[src/cbx_map.vh]
// Constants for the call, bound-check and bit-clear execution unit
`ifndef CBX_MAP_VH
`define CBX_MAP_VH

// Operation codes presented on op_code with op_start
`define CBX_OP_CALL_REL 4'h0
`define CBX_OP_CALL_REG 4'h1
`define CBX_OP_CALL_MEM_NEAR 4'h2
`define CBX_OP_CALL_FAR 4'h3
`define CBX_OP_CALL_MEM_FAR 4'h4
`define CBX_OP_VECTOR_CALL 4'h5
`define CBX_OP_BOUND_CHECK 4'h6
`define CBX_OP_BIT_CLEAR2 4'h7
`define CBX_OP_BIT_CLEAR1 4'h8
`define CBX_OP_INT_RETURN 4'h9

// Status word field positions
`define CBX_PSW_CARRY 0
`define CBX_PSW_BREAK 8
`define CBX_PSW_IE 9
`define CBX_PSW_DIR 10
`define CBX_PSW_MODE 15

// Bound trap vector table words (vector 5)
`define CBX_BOUND_PC_ADDR 16'h0014
`define CBX_BOUND_PS_ADDR 16'h0016

// Stack step in bytes and vector entry shift (four-byte entries)
`define CBX_STACK_STEP 16'h0002
`define CBX_VEC_SHIFT 2

// Push list slots
`define CBX_PUSH_PSW 2'h0
`define CBX_PUSH_PS 2'h1
`define CBX_PUSH_PC 2'h2

// Software register indices
`define CBX_REG_STATUS 2'h0
`define CBX_REG_CLEAR 2'h1
`define CBX_REG_ENABLE 2'h2
`define CBX_REG_STATE 2'h3

// Event bits
`define CBX_EV_TRAP 0
`define CBX_EV_VEC 1
`define CBX_EV_DONE 2
`define CBX_EV_RESET 3'h0

`endif

[src/cbx_exec.v]
// Call, vectored call, bound check, interrupt return and bit-clear execution unit
// What this block does
// (RULE_01) Relative call: push counter, add signed displacement
// (RULE_02) Register call: push counter, load from register
// (RULE_03) Near indirect: read offset, push, jump there
// (RULE_04) Direct far: push segment, counter; load both
// (RULE_05) Far indirect: read pointer, push, load both
// (RULE_06) Push: decrement stack by two, store word
// (RULE_07) Far forms save both; flags untouched
// (RULE_08) Vector call pushes status mode 0, segment, counter
// (RULE_09) Vector call sets mode, loads vector entry
// (RULE_10) Interrupt return restores status, counter, segment
// (RULE_11) Bound check reads lower, upper limit words
// (RULE_12) Out of range traps vector five
// (RULE_13) Trap loads counter 014H, segment 016H
// (RULE_14) In range: no flags, no pushes
// (RULE_15) Two-operand bit clear zeroes selected bit
// (RULE_16) Bit position masked to 3 or 4 bits
// (RULE_17) One-operand clear zeroes carry or direction
// (RULE_18) Displacement and return address use next instruction
// (RULE_19) Interrupts accepted only between instructions
//
// The address-and-strobe port and the register addresses are this design's own decisions.
`timescale 1ns/1ps
`default_nettype none
`include "cbx_map.vh"

module cbx_exec #(
	parameter DW = 16
) (
	input wire clk,
	input wire rst,
	input wire ce,
	input wire op_start,
	input wire [3:0] op_code,
	input wire [DW-1:0] op_next_pc,
	input wire [DW-1:0] op_a,
	input wire [DW-1:0] op_b,
	input wire [7:0] op_vector_number,
	input wire op_word,
	input wire op_sel_dir,
	input wire [DW-1:0] cpu_sp,
	input wire [DW-1:0] cpu_ps,
	input wire [DW-1:0] cpu_psw,
	output wire op_busy,
	output reg op_done,
	output reg [DW-1:0] pc_out,
	output reg [DW-1:0] ps_out,
	output reg [DW-1:0] sp_out,
	output reg [DW-1:0] psw_out,
	output reg [DW-1:0] result_out,
	output reg result_valid,
	output reg trap_taken,
	output wire irq_accept_ok,
	output reg mem_req,
	output reg mem_we,
	output reg [DW-1:0] mem_addr,
	output reg [DW-1:0] mem_wdata,
	input wire mem_ack,
	input wire [DW-1:0] mem_rdata,
	input wire [1:0] reg_addr,
	input wire [7:0] reg_wdata,
	input wire reg_wr,
	input wire reg_rd,
	output reg [7:0] reg_rdata,
	output wire irq
);

	localparam [3:0] S_IDLE = 4'h1;
	localparam [3:0] S_READ = 4'h2;
	localparam [3:0] S_PUSH = 4'h4;
	localparam [3:0] S_DONE = 4'h8;

	reg [3:0] state_ff;
	reg [3:0] nxt_state;
	reg [3:0] op_ff;
	reg [DW-1:0] a_ff;
	reg [DW-1:0] b_ff;
	reg [DW-1:0] npc_ff;
	reg [7:0] vec_ff;
	reg word_ff;
	reg dir_ff;
	reg [DW-1:0] sp_ff;
	reg [DW-1:0] ps_ff;
	reg [DW-1:0] psw_ff;
	reg [DW-1:0] rw0_ff;
	reg [DW-1:0] rw1_ff;
	reg [DW-1:0] rw2_ff;
	reg [DW-1:0] rw3_ff;
	reg [2:0] rd_idx_ff;
	reg [1:0] push_idx_ff;
	reg out_of_range_ff;
	reg [2:0] status_ff;
	reg [2:0] enable_ff;

	reg [2:0] rd_count;
	reg [1:0] push_first;
	reg [DW-1:0] rd_addr;
	reg [DW-1:0] push_word;
	reg [DW-1:0] vec_base;
	reg [3:0] bit_pos;
	reg [DW-1:0] bit_mask;
	reg [DW-1:0] clr_result;
	wire bound_lo_fail;
	wire bound_hi_fail;
	wire [DW-1:0] sp_dec;
	reg [2:0] ev_set;

	assign op_busy = ~state_ff[0];
	// Only an idle unit with no new start lets an interrupt in
	assign irq_accept_ok = state_ff[0] & ~op_start; // see RULE_19
	assign irq = |(status_ff & enable_ff);
	assign sp_dec = sp_ff - `CBX_STACK_STEP; // see RULE_06

	// Signed index compare, as array bounds may straddle zero
	assign bound_lo_fail = $signed(b_ff) < $signed(rw0_ff); // see RULE_12
	// Upper limit is judged as it arrives on the bus, before rw1_ff holds it
	assign bound_hi_fail = $signed(b_ff) > $signed(mem_rdata); // see RULE_12

	always @* begin
		vec_base = {{(DW-10){1'b0}}, vec_ff, 2'b00}; // see RULE_09
		case (op_ff)
		`CBX_OP_CALL_MEM_NEAR: rd_count = 3'd1;
		`CBX_OP_CALL_MEM_FAR: rd_count = 3'd2;
		`CBX_OP_VECTOR_CALL: rd_count = 3'd2;
		`CBX_OP_BOUND_CHECK: rd_count = out_of_range_ff ? 3'd4 : 3'd2;
		`CBX_OP_INT_RETURN: rd_count = 3'd3;
		default: rd_count = 3'd0;
		endcase
		case (op_ff)
		`CBX_OP_CALL_FAR: push_first = `CBX_PUSH_PS; // see RULE_07
		`CBX_OP_CALL_MEM_FAR: push_first = `CBX_PUSH_PS; // see RULE_07
		`CBX_OP_VECTOR_CALL: push_first = `CBX_PUSH_PSW; // see RULE_08
		`CBX_OP_BOUND_CHECK: push_first = `CBX_PUSH_PSW; // see RULE_12
		default: push_first = `CBX_PUSH_PC;
		endcase
		case (rd_idx_ff)
		3'd0: begin
			if (op_ff == `CBX_OP_VECTOR_CALL)
				rd_addr = vec_base;
			else if (op_ff == `CBX_OP_INT_RETURN)
				rd_addr = sp_ff;
			else
				rd_addr = a_ff; // see RULE_03
		end
		3'd1: begin
			if (op_ff == `CBX_OP_VECTOR_CALL)
				rd_addr = vec_base + `CBX_STACK_STEP;
			else if (op_ff == `CBX_OP_INT_RETURN)
				rd_addr = sp_ff;
			else
				rd_addr = a_ff + `CBX_STACK_STEP; // see RULE_11
		end
		3'd2: begin
			if (op_ff == `CBX_OP_INT_RETURN)
				rd_addr = sp_ff;
			else
				rd_addr = `CBX_BOUND_PC_ADDR; // see RULE_13
		end
		default: rd_addr = `CBX_BOUND_PS_ADDR; // see RULE_13
		endcase
		case (push_idx_ff)
		`CBX_PUSH_PSW: begin
			push_word = psw_ff;
			// Status is saved with mode still recorded as emulation
			if (op_ff == `CBX_OP_VECTOR_CALL)
				push_word[`CBX_PSW_MODE] = 1'b0; // see RULE_08
		end
		`CBX_PUSH_PS: push_word = ps_ff;
		default: push_word = npc_ff; // see RULE_18
		endcase
		bit_pos = word_ff ? b_ff[3:0] : {1'b0, b_ff[2:0]}; // see RULE_16
		bit_mask = {{(DW-1){1'b0}}, 1'b1} << bit_pos;
		clr_result = a_ff & ~bit_mask; // see RULE_15
		if (!word_ff)
			clr_result[DW-1:8] = a_ff[DW-1:8];
	end

	always @* begin
		nxt_state = state_ff;
		case (state_ff)
		S_IDLE: begin
			if (op_start)
				nxt_state = S_READ;
		end
		S_READ: begin
			if (rd_idx_ff >= rd_count) begin
				if (op_ff == `CBX_OP_INT_RETURN)
					nxt_state = S_DONE;
				else if (op_ff == `CBX_OP_BIT_CLEAR1 || op_ff == `CBX_OP_BIT_CLEAR2)
					nxt_state = S_DONE;
				else if (op_ff == `CBX_OP_BOUND_CHECK && !out_of_range_ff)
					nxt_state = S_DONE; // see RULE_14
				else
					nxt_state = S_PUSH;
			end
		end
		S_PUSH: begin
			if (mem_req && mem_ack && push_idx_ff == `CBX_PUSH_PC)
				nxt_state = S_DONE;
		end
		S_DONE: nxt_state = S_IDLE;
		default: nxt_state = S_IDLE;
		endcase
	end

	always @* begin
		ev_set = `CBX_EV_RESET;
		if (state_ff == S_DONE) begin
			ev_set[`CBX_EV_DONE] = 1'b1;
			ev_set[`CBX_EV_TRAP] = (op_ff == `CBX_OP_BOUND_CHECK) & out_of_range_ff;
			ev_set[`CBX_EV_VEC] = (op_ff == `CBX_OP_VECTOR_CALL);
		end
	end

	always @(posedge clk) begin
		if (rst) begin
			state_ff <= S_IDLE;
			op_ff <= 4'h0;
			a_ff <= 16'h0000;
			b_ff <= 16'h0000;
			npc_ff <= 16'h0000;
			vec_ff <= 8'h00;
			word_ff <= 1'b0;
			dir_ff <= 1'b0;
			sp_ff <= 16'h0000;
			ps_ff <= 16'h0000;
			psw_ff <= 16'h0000;
			rw0_ff <= 16'h0000;
			rw1_ff <= 16'h0000;
			rw2_ff <= 16'h0000;
			rw3_ff <= 16'h0000;
			rd_idx_ff <= 3'h0;
			push_idx_ff <= 2'h0;
			out_of_range_ff <= 1'b0;
			op_done <= 1'b0;
			pc_out <= 16'h0000;
			ps_out <= 16'h0000;
			sp_out <= 16'h0000;
			psw_out <= 16'h0000;
			result_out <= 16'h0000;
			result_valid <= 1'b0;
			trap_taken <= 1'b0;
			mem_req <= 1'b0;
			mem_we <= 1'b0;
			mem_addr <= 16'h0000;
			mem_wdata <= 16'h0000;
		end else if (ce) begin
			state_ff <= nxt_state;
			op_done <= 1'b0;
			result_valid <= 1'b0;
			trap_taken <= 1'b0;
			case (state_ff)
			S_IDLE: begin
				if (op_start) begin
					op_ff <= op_code;
					a_ff <= op_a;
					b_ff <= op_b;
					npc_ff <= op_next_pc;
					vec_ff <= op_vector_number;
					word_ff <= op_word;
					dir_ff <= op_sel_dir;
					sp_ff <= cpu_sp;
					ps_ff <= cpu_ps;
					psw_ff <= cpu_psw;
					rd_idx_ff <= 3'h0;
					out_of_range_ff <= 1'b0;
				end
			end
			S_READ: begin
				if (rd_idx_ff < rd_count) begin
					if (!mem_req) begin
						mem_req <= 1'b1;
						mem_we <= 1'b0;
						mem_addr <= rd_addr;
					end else if (mem_ack) begin
						mem_req <= 1'b0;
						rd_idx_ff <= rd_idx_ff + 3'd1;
						// Pops step the stack upward one word at a time
						if (op_ff == `CBX_OP_INT_RETURN)
							sp_ff <= sp_ff + `CBX_STACK_STEP; // see RULE_10
						case (rd_idx_ff)
						3'd0: rw0_ff <= mem_rdata;
						3'd1: rw1_ff <= mem_rdata;
						3'd2: rw2_ff <= mem_rdata;
						default: rw3_ff <= mem_rdata;
						endcase
						if (op_ff == `CBX_OP_BOUND_CHECK && rd_idx_ff == 3'd1) begin
							// Upper limit arrives now; lower already held
							out_of_range_ff <= bound_lo_fail | bound_hi_fail; // see RULE_12
						end
					end
				end else begin
					push_idx_ff <= push_first;
				end
			end
			S_PUSH: begin
				if (!mem_req) begin
					mem_req <= 1'b1;
					mem_we <= 1'b1;
					mem_addr <= sp_dec; // see RULE_06
					mem_wdata <= push_word;
				end else if (mem_ack) begin
					mem_req <= 1'b0;
					mem_we <= 1'b0;
					sp_ff <= sp_dec; // see RULE_06
					push_idx_ff <= push_idx_ff + 2'd1;
				end
			end
			S_DONE: begin
				op_done <= 1'b1;
				sp_out <= sp_ff;
				ps_out <= ps_ff;
				psw_out <= psw_ff; // see RULE_07
				pc_out <= npc_ff; // see RULE_14
				case (op_ff)
				`CBX_OP_CALL_REL: pc_out <= npc_ff + a_ff; // see RULE_01
				`CBX_OP_CALL_REG: pc_out <= a_ff; // see RULE_02
				`CBX_OP_CALL_MEM_NEAR: pc_out <= rw0_ff; // see RULE_03
				`CBX_OP_CALL_FAR: begin
					pc_out <= a_ff; // see RULE_04
					ps_out <= b_ff; // see RULE_04
				end
				`CBX_OP_CALL_MEM_FAR: begin
					pc_out <= rw0_ff; // see RULE_05
					ps_out <= rw1_ff; // see RULE_05
				end
				`CBX_OP_VECTOR_CALL: begin
					pc_out <= rw0_ff; // see RULE_09
					ps_out <= rw1_ff; // see RULE_09
					psw_out[`CBX_PSW_MODE] <= 1'b1; // see RULE_09
				end
				`CBX_OP_BOUND_CHECK: begin
					if (out_of_range_ff) begin
						pc_out <= rw2_ff; // see RULE_13
						ps_out <= rw3_ff; // see RULE_13
						psw_out[`CBX_PSW_IE] <= 1'b0; // see RULE_12
						psw_out[`CBX_PSW_BREAK] <= 1'b0; // see RULE_12
						trap_taken <= 1'b1;
					end
				end
				`CBX_OP_INT_RETURN: begin
					pc_out <= rw0_ff; // see RULE_10
					ps_out <= rw1_ff; // see RULE_10
					psw_out <= rw2_ff; // see RULE_10
				end
				`CBX_OP_BIT_CLEAR2: begin
					result_out <= clr_result; // see RULE_15
					result_valid <= 1'b1;
				end
				`CBX_OP_BIT_CLEAR1: begin
					if (dir_ff)
						psw_out[`CBX_PSW_DIR] <= 1'b0; // see RULE_17
					else
						psw_out[`CBX_PSW_CARRY] <= 1'b0; // see RULE_17
				end
				default: pc_out <= npc_ff;
				endcase
			end
			default: mem_req <= 1'b0;
			endcase
		end
	end

	// Software registers; a new event beats a clear in the same cycle
	always @(posedge clk) begin
		if (rst) begin
			status_ff <= `CBX_EV_RESET;
			enable_ff <= `CBX_EV_RESET;
			reg_rdata <= 8'h00;
		end else if (ce) begin
			if (reg_wr && reg_addr == `CBX_REG_CLEAR)
				status_ff <= (status_ff & ~reg_wdata[2:0]) | ev_set;
			else
				status_ff <= status_ff | ev_set;
			if (reg_wr && reg_addr == `CBX_REG_ENABLE)
				enable_ff <= reg_wdata[2:0];
			reg_rdata <= 8'h00;
			if (reg_rd) begin
				case (reg_addr)
				`CBX_REG_STATUS: reg_rdata <= {5'h00, status_ff};
				`CBX_REG_ENABLE: reg_rdata <= {5'h00, enable_ff};
				`CBX_REG_STATE: reg_rdata <= {3'h0, out_of_range_ff, state_ff};
				default: reg_rdata <= 8'h00;
				endcase
			end
		end
	end

endmodule

`default_nettype wire

[config.mk]
export PLATFORM = sky130hd
export DESIGN_NAME = cbx_exec
export DESIGN_NICKNAME = d
export VERILOG_FILES = /design/src/cbx_exec.v
export VERILOG_INCLUDE_DIRS = /design/src /design/src/src
export SDC_FILE = /design/constraint.sdc
export NUM_CORES = 1
export LEC_CHECK = 0
export BUFFER_PORTS_ARGS = -buffer_cell sky130_fd_sc_hd__buf_2
export CAP_MARGIN = 0
export CORE_ASPECT_RATIO = 2
export CORE_MARGIN = 2
export CORE_UTILIZATION = 25
export DETAILED_ROUTE_END_ITERATION = 8
export PLACE_DENSITY = 0.42
export SLEW_MARGIN = 40
export SYNTH_ARGS = -nofsm -noshare
export SYNTH_HDL_FRONTEND = slang
export SYNTH_SLANG_ARGS = --single-unit
[constraint.sdc]
create_clock -name clk -period 11.69 [get_ports clk]
set_input_delay 0 -clock clk [delete_from_list [all_inputs] [get_ports clk]]
set_output_delay 0 -clock clk [all_outputs]
set_load 0.005 [all_outputs]
==> results.txt, run 1 <==
----------------------------------------------------
[Status]
  Outcome ... finished clean

[Floorplan]
  Starting utilization of the core area ... 25.1%
  Number of placement rows ... 131
  X dimension of the die ... 183 um
  Ports placed on the boundary ... 271
  Area enclosed by the die boundary ... 65900 um2
  Core ar. ... 63400 um2
  Height of the die ... 361 um

[Setup path]
  Critical Path Most Common Cell ... sky130_fd_sc_hd__nor2b_1
  Critical path data arrival time ... 4.92 ns
  Critical Path, Cell by Cell ... nor2b_1 > nand2_1 > a21oi_4 > nor2_1 > ha_1 > nor2b_1 > o21ai_1 > nand3_1 > a2111o_1 > or3_1 > a31oi_1 > dlygate4sd3_1
  Reg-to-reg setup timing slack ... 7.27 ns
  End of the worst register-to-register path ... sp_ff[1]
  Worst Setup SP ... op_ff[0]
  FF-to-FF path depth ... 12
  Reg2reg start ... op_ff[0]
  Kind of cell adding the most delay to the critical path ... compound AO/OA/AOI/OAI gates
  Instance count on the critical path ... 12
  Slowest cell on the critical path ... sky130_fd_sc_hd__a2111o_1
  WS Path Type ... register to register
  Type of origin of the critical path ... register
  Maximum single-stage delay on the critical path ... 0.60 ns
  Maximum fanout along the worst path ... 23
  CP Capture Point ... sp_ff[1]
  Endpoint type of the worst setup path ... register
  Worst endpoint required time ... 12.19 ns
  Count of buffer and inverter cells on the critical path ... 1

[Yosys]
  Synth unique cells ... 80
  Register bit total from synthesis ... 312
  Fraction of registers with async set/reset ... 0%
  Gate count after technology mapping ... 2043
  Per-instance average area after synthesis ... 7.80 um2
  Portion of the post-synthesis area used by sequential elements ... 39.2%
  Number of synthesized flops with an enable pin ... 0
  Number of synthesis warnings ... 0
  Netlist Area Pre-Place ... 15900 um2
  Most used DFF post-synth ... sky130_fd_sc_hd__dfxtp_1

[Clocking]
  Post-CTS Setup Inserts ... 0
  Clock H-tree levels ... 2
  Number of buffers added by the clock tree synthesis step ... 35
  Number of buffers on the longest clock path ... 3
  Library cell used as clock root buffer ... sky130_fd_sc_hd__clkbuf_16
  Clk sinks ... 312
  Clock slew at the register clock pins of the worst setup and hold paths ... 0.06 ns
  Clock latency reported for the late side of the worst-skew pair ... 0.57 ns
  Clock tree from TritonCTS ... built

[Global route]
  Largest net degree at the start of global routing ... 181
  Global-route wire length before repair ... 100000 um
  Residual overflow from global routing ... 0
  Vias in the first global route ... 15100
  Overall routing resource usage ... 20.1%
  Antenna violations before repair ... 0

[Flow run]
  # Max-Cap Violations ... 0

[Final layout]
  Antenna diode instance count ... 0
  Number of inserted filler cells in the final layout ... 6873
  Commonest cells after routing, fill and taps aside ... 388 x sky130_fd_sc_hd__nand2_1, 310 x sky130_fd_sc_hd__dfxtp_1, 261 x sky130_fd_sc_hd__buf_2
  Layout cell share with drive strength beyond 1 ... 16.1%
  Net total in the final layout ... 2562
  Most common cell after layout, fill and taps aside ... sky130_fd_sc_hd__nand2_1
  Area added between synthesis and finish ... 29.4%

[Pwr]
  Static leakage ... 7.79 nW
  Pwr Density ... 128 nW/um2
  VDD IR-drop max ... 0.0881 mV

[Timing]
  Final Hold Violating Endpoints ... 0
  Clock Skew ... 0.0328 ns
  Final Max Slew Viols ... 0
  Setup-violating endpoint count in the final report ... 0
  Clock period minus final worst setup slack ... 4.42 ns
  RSZ-0062 raised after global routing ... no
  Max frequency ... 0.226 GHz
  Worst Max-Slew Pin Slew ... 0.841 ns
  Final clock period utilization by the worst path ... 37.8%
  Worst Hold Margin ... 0.0160 ns
  Setup TNS after final layout ... 0 ns
  Relative slew margins ... 43.9%

[Drt]
  Via count of the routed design ... 16300
  DRC violations left ... 0
  DRT antenna net count ... 0
  Pre-Repair DR Iteration Count ... 7
  Number of vias per cell after detailed routing ... 5.11
  Routed wirelength normalized by instance count ... 21.4 um
  Total Wirelength ... 68200 um
  Number of DRC violations after detailed-routing iteration 0 ... 1207

[Worst hold path]
  Hold crit path type ... input port to register

[Place]
  Detailed placement HPWL ... 49300 um
  Port Buffer Count ... 262
  Routability congestion estimate from global placement ... 0.832

----------------------------------------------------
==> worst reg2reg max path, stage by stage, from the launching register on <==
cell,delay [ns]
sky130_fd_sc_hd__dfxtp_2,0.59
sky130_fd_sc_hd__nor2b_1,0.36
sky130_fd_sc_hd__nand2_1,0.15
sky130_fd_sc_hd__a21oi_4,0.53
sky130_fd_sc_hd__nor2_1,0.14
sky130_fd_sc_hd__ha_1,0.31
sky130_fd_sc_hd__nor2b_1,0.13
sky130_fd_sc_hd__o21ai_1,0.26
sky130_fd_sc_hd__nand3_1,0.22
sky130_fd_sc_hd__a2111o_1,0.60
sky130_fd_sc_hd__or3_1,0.35
sky130_fd_sc_hd__a31oi_1,0.16
sky130_fd_sc_hd__dlygate4sd3_1,0.56
==> metrics by stage <==
| step | instances | util [%] | power, W | instance area, um2 | setup slack [ns] |
|---|---|---|---|---|---|
| after CTS | 3182 | 32.5 | 0.00268 | 20600 | 7.00 |
| after detailed placement | 2976 | 28.3 | 0.00143 | 18000 | 7.16 |
| after global placement | 2974 | 28.2 | 0.00142 | 17900 | 6.80 |
| after floorplan | 2045 | - | 0.00131 | 15900 | 7.96 |
| final | 3183 | 32.5 | 0.00265 | 20600 | 7.27 |
| after global routing | 3183 | 32.5 | 0.00275 | 20600 | 6.98 |
==> where the power goes <==
group	internal (W)	total (W)	leakage [nW]	switching, W
Sequential	0.00109	0.00114	2.52	0.0000551
Combinational	0.000129	0.000299	4.67	0.000169
Clock	0.000700	0.00120	0.597	0.000505
Total	0.00192	0.00265	7.79	0.000729
==> Yosys cell counts (21+ instances only) <==
cell type,n,area (um2)
sky130_fd_sc_hd__ha_1,59,738
sky130_fd_sc_hd__a221oi_1,29,254
sky130_fd_sc_hd__buf_2,21,105
sky130_fd_sc_hd__mux2i_1,60,601
sky130_fd_sc_hd__o21ai_0,80,400
sky130_fd_sc_hd__nor2_1,204,766
sky130_fd_sc_hd__clkbuf_1,120,450
sky130_fd_sc_hd__a21oi_1,241,1210
sky130_fd_sc_hd__a221o_1,35,350
sky130_fd_sc_hd__inv_1,58,218
sky130_fd_sc_hd__dfxtp_1,312,6250
sky130_fd_sc_hd__a311oi_1,34,298
sky130_fd_sc_hd__a211oi_1,23,173
sky130_fd_sc_hd__nor3_1,62,310
sky130_fd_sc_hd__a22oi_1,25,188
sky130_fd_sc_hd__nand3_1,32,160
sky130_fd_sc_hd__nand2_1,389,1460
==> layer usage <==
layer	up-vias	GRT usage (%)	routed length [um]
met5	-	0	0
met3	78	2.76	4210
met4	0	5.61	1710
met2	606	30.8	29700
met1	7675	29.2	32600
li1	7894	-	-
==> area by class of cell <==
| class | count | area, um2 | share of cell area (%) |
|---|---|---|---|
| timing repair buffer | 434 | 3030 | 14.7 |
| tap | 798 | 998 | 4.84 |
| clock buffer | 49 | 1010 | 4.89 |
| multi-input combinational | 1518 | 8920 | 43.2 |
| inverter | 58 | 218 | 1.05 |
| sequential | 312 | 6250 | 30.3 |
| clock inverter | 14 | 213 | 1.03 |
==> worst min-delay path by stage <==
| stage | startpoint | to | slack, ns | depth (start not counted) |
|---|---|---|---|---|
| 6_report | reg_addr[0] | status_ff[0] | 0.02 | 6 |
| 5_1_grt | reg_addr[0] | status_ff[0] | 0.03 | 6 |
| 4_1_cts | reg_addr[0] | status_ff[0] | 0.008 | 6 |
| 3_5_place_dp | cpu_psw[7] | psw_ff[7] | 0.25 | 3 |
| 3_3_place_gp | cpu_psw[7] | psw_ff[7] | 0.24 | 3 |
| 2_1_floorplan | op_start | irq_accept_ok | 0.03 | 1 |
==> logic make-up (layout without fill, tap and decap cells) <==
group / after synthesis / count (layout) / share of synthesized area, %
simple gates: 791 / 791 / 21.8
compound gates: 571 / 571 / 23.1
flops: 312 / 312 / 39.2
buf+inv: 215 / 555 / 5.49
mux: 65 / 65 / 4.12
fa+ha+maj: 60 / 60 / 4.76
xor+xnor: 28 / 28 / 1.54
other cells: 1 / 3 / 0.0235
==> repair_timing <==
action | 4_1_cts | 5_1_grt
hold endpoints to repair | 224 | 0
resized for setup | 0 | 0
setup endpoints to repair | 0 | 0
hold buffers | 143 | 0
Note: power is estimated with default switching activity, not from simulation.
==> inputs of run 2 (changes only) <==
- ABC_AREA: default -> 1
- clock period: 11.69 -> 4.4 ns (I/O delays scaled with it)
==> run 2 against run 1 <==
Maximum frequency rose by 40%. Total power rose to 3.0 times the previous value. Register-to-register slack got worse by 6.0 ns. Global-route usage rose by 0.55 points. Cell count rose by 5.7%. Combinational power rose to 4.7 times the previous value. Count of clock-buffer cells in the layout rose by 2. Sequential power rose to 2.7 times the previous value. Non-clock buffer count fell by 8. First-iteration DRC count rose by 5.4%. Worst hold slack improved by 0.030 ns. Final area fell by 1.3%. Critical path type unchanged.
==> results.txt, run 2 <==
----------------------------------------------------
[Setup path]
  Kind of cell adding the most delay to the critical path ... simple AND/OR/NAND/NOR gates
  Maximum single-stage delay on the critical path ... 0.45 ns (-0.15 ns)
  Type of origin of the critical path ... register
  Worst endpoint required time ... 4.83 ns (-7.36 ns)
  Critical Path, Cell by Cell ... nand2_1 > nor2_1 > nand2_1 > ha_1 > a21oi_1 > o21ai_2 > nand2_1 > nand2_1 > nor2_1 > nand2_1 > inv_2 > o21ai_0 > a21oi_1 > nor2_1
  Worst Setup SP ... op_ff[1]
  WS Path Type ... register to register
  Critical path data arrival time ... 3.59 ns (-1.33 ns)
  Maximum fanout along the worst path ... 20 (-13%)
  Slowest cell on the critical path ... sky130_fd_sc_hd__dfxtp_1
  Critical Path Most Common Cell ... sky130_fd_sc_hd__nand2_1
  Reg2reg start ... op_ff[1]
  Endpoint type of the worst setup path ... register
  Count of buffer and inverter cells on the critical path ... 1 (unchanged)

[Worst hold path]
  Startpoint of the worst hold path ... rst
  Hold crit path type ... input port to register

[Global route]
  Global-route wire length before repair ... 102000 um (+1.1%)
  Overall routing resource usage ... 20.6% (+0.55 points)
  Largest net degree at the start of global routing ... 101 (-44%)
  Antenna violations before repair ... 0 (unchanged)
  Vias in the first global route ... 15700 (+4.3%)
  Residual overflow from global routing ... 0 (unchanged)

[Pwr]
  Pwr Density ... 386 nW/um2 (+200%)
  Static leakage ... 8.80 nW (+13%)
  VDD IR-drop max ... 0.294 mV (+230%)

[Floorplan]
  Ports placed on the boundary ... 271 (unchanged)
  Starting utilization of the core area ... 25.2% (+0.027 points)
  Number of placement rows ... 130 (-0.76%)
  Core ar. ... 62500 um2 (-1.5%)
  Height of the die ... 359 um (-0.71%)
  X dimension of the die ... 181 um (-0.70%)
  Area enclosed by the die boundary ... 65000 um2 (-1.4%)

[Final layout]
  Number of inserted filler cells in the final layout ... 6927 (+0.79%)
  Net total in the final layout ... 2750 (+7.3%)
  Layout cell share with drive strength beyond 1 ... 15.4% (-0.72 points)
  Most common cell after layout, fill and taps aside ... sky130_fd_sc_hd__nand2_1
  Antenna diode instance count ... 0 (unchanged)
  Area added between synthesis and finish ... 29.7%
  Footprint of the multi-input gates ... 8030 um2 (-10%)
  Commonest cells after routing, fill and taps aside ... 362 x sky130_fd_sc_hd__nand2_1, 312 x sky130_fd_sc_hd__dfxtp_1, 305 x sky130_fd_sc_hd__a21oi_1
  Util after Layout ... 32.6% (+0.092 points)
  Sequential cell area ... 6250 um2 (about the same)

[Timing]
  Setup TNS after final layout ... 0 ns (unchanged)
  Clock period minus final worst setup slack ... 3.16 ns (-1.25 ns)
  Final Hold Violating Endpoints ... 0 (unchanged)
  Worst Hold Margin ... 0.0458 ns (+0.0298 ns)
  Setup-violating endpoint count in the final report ... 0 (unchanged)
  Max frequency ... 0.316 GHz (+40%)
  Worst Max-Slew Pin Slew ... 0.943 ns (+0.102 ns)
  RSZ-0062 raised after global routing ... no
  Final clock period utilization by the worst path ... 71.9% (+34 points)
  Final setup margin ... 1.24 ns (-6.04 ns)
  Final Max Slew Viols ... 0 (unchanged)
  Relative slew margins ... 36.5% (-7.4 points)
  Clock Skew ... 0.0233 ns (-0.00954 ns)

[Yosys]
  Netlist Area Pre-Place ... 15700 um2 (-1.4%)
  Fraction of registers with async set/reset ... 0% (unchanged)
  Number of synthesized flops with an enable pin ... 0 (unchanged)
  Per-instance average area after synthesis ... 7.14 um2 (-8.5%)
  Synth unique cells ... 54 (-33%)
  Leading post-synthesis cells by cell area ... sky130_fd_sc_hd__dfxtp_1 40%, sky130_fd_sc_hd__a21oi_1 9.7%, sky130_fd_sc_hd__nand2_1 8.6%
  Most used DFF post-synth ... sky130_fd_sc_hd__dfxtp_1
  Gate count after technology mapping ... 2202 (+7.8%)
  Area share of the largest cell type after synthesis ... 39.7% (+0.57 points)
  Synth area leader ... sky130_fd_sc_hd__dfxtp_1
  Top post-synthesis cells by count ... 362 x sky130_fd_sc_hd__nand2_1, 312 x sky130_fd_sc_hd__dfxtp_1, 305 x sky130_fd_sc_hd__a21oi_1, 266 x sky130_fd_sc_hd__o21ai_0, 218 x sky130_fd_sc_hd__inv_1
  Portion of the post-synthesis area used by sequential elements ... 39.7% (+0.57 points)
  Register bit total from synthesis ... 312 (unchanged)
  Number of synthesis warnings ... 0 (unchanged)
  Most repeated cell in the gate-level netlist after synthesis ... sky130_fd_sc_hd__nand2_1

[Clocking]
  Clock latency reported for the late side of the worst-skew pair ... 0.56 ns (about the same)
  Number of buffers added by the clock tree synthesis step ... 36 (+2.9%)
  Clk sinks ... 312 (unchanged)
  Post-CTS Setup Inserts ... 0 (unchanged)
  Library cell used as clock root buffer ... sky130_fd_sc_hd__clkbuf_16
  Clock slew at the register clock pins of the worst setup and hold paths ... 0.06 ns (about the same)
  Clock H-tree levels ... 2 (unchanged)
  Number of buffers on the longest clock path ... 3 (unchanged)
  Clock tree from TritonCTS ... built

[Drt]
  Pre-Repair DR Iteration Count ... 7 (unchanged)
  Number of vias per cell after detailed routing ... 4.90 (-4.1%)
  Total Wirelength ... 69100 um (+1.3%)
  Routed wirelength normalized by instance count ... 20.5 um (-4.2%)
  Via count of the routed design ... 16500 (+1.5%)
  DRC violations left ... 0 (unchanged)
  Number of DRC violations after detailed-routing iteration 0 ... 1272 (+5.4%)
  DRT antenna net count ... 0 (unchanged)

[Place]
  Post-Place Setup Slack ... 1.24 ns (-5.92 ns)
  Routability congestion estimate from global placement ... 0.881 (+5.9%)
  Detailed placement HPWL ... 51700 um (+5.0%)
  Port Buffer Count ... 262 (unchanged)

[Flow run]
  # Max-Cap Violations ... 0 (unchanged)

[Status]
  Outcome ... finished clean

----------------------------------------------------
run 2: cell types whose count changed after synthesis, sizes merged, moves of 40 or more:
cell and delta:
a21oi +65, clkbuf -50, inv +179, mux2i -60, nand3 +40, o21ai +233
run 2: kinds of logic (layout without fill, tap and decap cells):
| kind of cell | Yosys count | count (layout) | synth area share (%) |
|---|---|---|---|
| AO/OA/AOI/OAI | 774 | 774 | 27.1 |
| XOR/XNOR | 3 | 3 | 0.167 |
| adder cells (fa/ha/maj) | 60 | 60 | 4.83 |
| buffers and inverters | 361 | 731 | 9.23 |
| flip-flops | 312 | 312 | 39.7 |
| other | 1 | 3 | 0.0239 |
| AND/OR/NAND/NOR | 691 | 691 | 18.9 |
run 2: cell type report:
type | instances | area share, %
clock buffer | 51 | 5.19
clock inverter | 14 | 1.15
inverter | 240 | 4.46
multi-input combinational | 1531 | 39.4
sequential | 312 | 30.7
tap | 792 | 4.86
timing repair buffer | 426 | 14.3
run 2: report_power, final:
part,switching (W),total [W],internal (W)
clock,0.00133,0.00332,0.00199
combinational,0.000944,0.00142,0.000479
sequential,0.000162,0.00312,0.00296
run 2: timing repair:
| action | CTS | global route |
|---|---|---|
| endpoints found under the hold margin | 187 | 0 |
| hold buffers | 141 | 0 |
| gates resized for setup | 0 | 0 |
run 2: tightest hold or removal path: stages:
cell and delay, ns:
sky130_fd_sc_hd__buf_2 0.13, sky130_fd_sc_hd__inv_6 0.21, sky130_fd_sc_hd__o211ai_1 0.19
run 2: per-stage QoR:
step                cell area, um2  total power (W)  instances
finish                       20400          0.00786       3366
global route                 20400          0.00821       3366
CTS                          20400          0.00795       3366
detailed placement           17700          0.00450       3160
global placement             17700          0.00450       3159
floorplan                    15700          0.00396       2204
run 2: path summary, 6_finish.rpt:
kind | end | slack [ns] | depth (start not counted)
min reg2reg | vec_ff[6] | 0.45 | 2
max reg2reg | sp_ff[6] | 1.24 | 14
min | state_ff[0] | 0.05 | 3
max | sp_ff[6] | 1.24 | 14
run 2: metal layers:
| layer | track usage [%] | part of all wire, % |
|---|---|---|
| met1 | 29.3 | 48 |
| met2 | 33.1 | 44 |
| met3 | 2.46 | 5.6 |
| met4 | 5.24 | 2.3 |
| met5 | 0 | 0 |
==> inputs of run 3 (changes only) <==
- PLACE_DENSITY: 0.42 -> 0.43
- clock period: 4.4 -> 2.55 ns (I/O delays scaled with it)
==> run 3 against run 2 <==
Register-to-register slack got worse by 1.1 ns. Die area did not move. Cell count rose by 2.6%. Final area rose by 4.7%. Via count rose by 2.5%. Utilization rose by 1.5 points. Clock skew rose by 0.010 ns. First-iteration DRC count fell by 0.79%. Global-route usage rose by 0.30 points. Largest power group unchanged.
==> results.txt, run 3 (synthesis gave the netlist of run 2 again) <==
----------------------------------------------------
[Status]
  Outcome ... finished clean

[Clocking]
  Number of buffers on the longest clock path ... 3 (unchanged)
  Clk sinks ... 312 (unchanged)
  Number of buffers added by the clock tree synthesis step ... 35 (-2.8%)
  Clock latency reported for the late side of the worst-skew pair ... 0.55 ns (about the same)
  Clock tree from TritonCTS ... built
  Clock H-tree levels ... 2 (unchanged)
  Clock slew at the register clock pins of the worst setup and hold paths ... 0.06 ns (about the same)
  Library cell used as clock root buffer ... sky130_fd_sc_hd__clkbuf_16

[Timing]
  Final Hold Violating Endpoints ... 0 (unchanged)
  Clock Skew ... 0.0333 ns (+0.0100 ns)
  Setup-violating endpoint count in the final report ... 0 (unchanged)
  Final Max Slew Viols ... 0 (unchanged)
  Max frequency ... 0.417 GHz (+32%)
  Clock period minus final worst setup slack ... 2.40 ns (-0.766 ns)
  Final clock period utilization by the worst path ... 94.0% (+22 points)
  Worst Max-Slew Pin Slew ... 0.616 ns (-0.327 ns)
  Setup TNS after final layout ... 0 ns (unchanged)
  Relative slew margins ... 58.6% (+22 points)

[Final layout]
  Area added between synthesis and finish ... 35.7%
  Commonest cells after routing, fill and taps aside ... 353 x sky130_fd_sc_hd__nand2_1, 308 x sky130_fd_sc_hd__dfxtp_1, 304 x sky130_fd_sc_hd__a21oi_1
  Number of inserted filler cells in the final layout ... 6825 (-1.5%)
  Design area ... 21300 um2 (+4.7%)
  Layout cell share with drive strength beyond 1 ... 19.2% (+3.7 points)
  Antenna diode instance count ... 0 (unchanged)
  Net total in the final layout ... 2841 (+3.3%)
  Most common cell after layout, fill and taps aside ... sky130_fd_sc_hd__nand2_1

[Setup path]
  Reg-to-reg setup timing slack ... 0.15 ns (-1.08 ns)
  CP Capture Point ... push_idx_ff[1]
  Reg2reg start ... op_ff[0]
  Critical path data arrival time ... 2.86 ns (-0.73 ns)
  WS Path Type ... register to register
  Maximum fanout along the worst path ... 5 (-75%)
  Critical Path, Cell by Cell ... inv_4 > nand2_4 > nor2_4 > nand2_2 > inv_2 > nor2_2 > ha_2 > nand2_2 > o21ai_4 > nor2_4 > buf_4 > buf_4 > nor4_2 > buf_4 > o21ai_0 > a21oi_1
  End of the worst register-to-register path ... push_idx_ff[1]
  Worst endpoint required time ... 3.01 ns (-1.82 ns)
  FF-to-FF path depth ... 16 (+2)
  Maximum single-stage delay on the critical path ... 0.33 ns (-0.12 ns)
  Worst Setup SP ... op_ff[0]
  Endpoint type of the worst setup path ... register
  Slowest cell on the critical path ... sky130_fd_sc_hd__dfxtp_2
  Type of origin of the critical path ... register
  Critical Path Most Common Cell ... sky130_fd_sc_hd__buf_4

[Drt]
  Number of DRC violations after detailed-routing iteration 0 ... 1262 (-0.79%)
  DRT antenna net count ... 0 (unchanged)
  Via count of the routed design ... 16900 (+2.5%)
  Routed wirelength normalized by instance count ... 20.3 um (-1.2%)
  DRC violations left ... 0 (unchanged)
  Pre-Repair DR Iteration Count ... 5 (-2)
  Number of vias per cell after detailed routing ... 4.89 (-0.13%)
  Total Wirelength ... 70100 um (+1.4%)

[Place]
  Detailed placement HPWL ... 53900 um (+4.3%)
  Placed Instance Area ... 18400 um2 (+4.1%)
  Routability congestion estimate from global placement ... 0.904 (+2.6%)
  Port Buffer Count ... 262 (unchanged)

[Floorplan]
  Height of the die ... 359 um (unchanged)
  Number of placement rows ... 130 (unchanged)
  Starting utilization of the core area ... 25.2% (unchanged)
  X dimension of the die ... 181 um (unchanged)
  Ports placed on the boundary ... 271 (unchanged)
  Core ar. ... 62500 um2 (unchanged)
  Area enclosed by the die boundary ... 65000 um2 (unchanged)

[Pwr]
  Internal power ... 0.00931 W (+72%)
  VDD IR-drop max ... 0.452 mV (+54%)
  Pwr Density ... 636 nW/um2 (+65%)
  Clock network power share ... 40.2% (-2.0 points)
  Static leakage ... 9.29 nW (+5.6%)
  Switching power summed over all nets ... 0.00424 W (+74%)
  Fraction of power consumed by sequential logic ... 39.6% (about the same)
  Combinational share of power ... 20.3% (+2.2 points)
  Switching Fraction ... 31.3% (+0.31 points)

[Global route]
  Global-route wire length before repair ... 103000 um (+1.4%)
  Vias in the first global route ... 15900 (+1.2%)
  Overall routing resource usage ... 20.9% (+0.30 points)
  Residual overflow from global routing ... 0 (unchanged)
  Largest net degree at the start of global routing ... 63 (-38%)
  Antenna violations before repair ... 1 (+1)

[Flow run]
  # Max-Cap Violations ... 0 (unchanged)

[Worst hold path]
  Hold crit path type ... input port to register

----------------------------------------------------
==> run 3: changes by cell type in the layout (fill, tap and decap cells not counted), sizes merged <==
cell	delta
buf	+84
clkbuf	-8
clkinv	+8
dlygate4sd3	+6
clkinvlp	-1
inv	-1
==> run 3: layout make-up <==
type                       instances  area (um2)  share of cell area, %
multi-input combinational       1531        8140                   38.1
clock inverter                    20         250                   1.17
sequential                       312        6260                   29.3
tap                              792         991                   4.65
timing repair buffer             518        3830                   17.9
inverter                         240         918                   4.31
clock buffer                      41         950                   4.45
==> run 3: worst min-delay path by stage <==
stage / start / to / slack (ns) / cells after the start
2_1_floorplan: op_start / irq_accept_ok / 0.03 / 1
3_3_place_gp: reg_wdata[1] / enable_ff[1] / 0.26 / 3
3_5_place_dp: reg_wdata[1] / enable_ff[1] / 0.26 / 3
4_1_cts: reg_wr / status_ff[2] / 0.05 / 6
5_1_grt: reg_wr / status_ff[2] / 0.14 / 6
6_report: reg_wr / status_ff[2] / 0.08 / 6
==> run 3: critical path: cells and delay by family (launching register included) <==
family | cells | cell delay (ns)
AND/OR/NAND/NOR | 7 | 0.66
adder cells (fa/ha/maj) | 1 | 0.32
buffers and inverters | 5 | 0.58
AO/OA/AOI/OAI | 3 | 0.42
flip-flops | 1 | 0.33
==> run 3: layer usage <==
layer	GRT usage (%)	part of all wire [%]
met2	33.4	44
met5	0	0.014
met4	5.85	2.7
met1	29.6	48
met3	2.68	5.2
==> run 3: per-stage QoR <==
step	setup WS [ns]	total power (W)	utilization, %	hold slack (ns)	instances
global route	-0.0247	0.0142	34.2	0.136	3454
CTS	0.0406	0.0136	33.7	0.0463	3444
detailed placement	0.0738	0.00798	29.5	0.256	3236
finish	0.153	0.0136	34.2	0.0793	3454
global placement	0.130	0.00798	29.5	0.256	3236
floorplan	0.0201	0.00684	-	0.0311	2204
==> run 3: power groups by stage <==
stage                     combinational (W)  clock [W]  sequential [W]
final                               0.00275    0.00544         0.00536
after global placement              0.00252          0         0.00547
after floorplan                     0.00148          0         0.00536
after global routing                0.00306    0.00575         0.00539
after detailed placement            0.00252          0         0.00546
after CTS                           0.00271    0.00558         0.00535
==> run 3: what timing repair did <==
action	in CTS	in global routing
endpoints found under the setup margin	0	83
buffers inserted	0	8
hold endpoints to repair	209	0
gates resized for setup	0	44
hold buffers	147	0
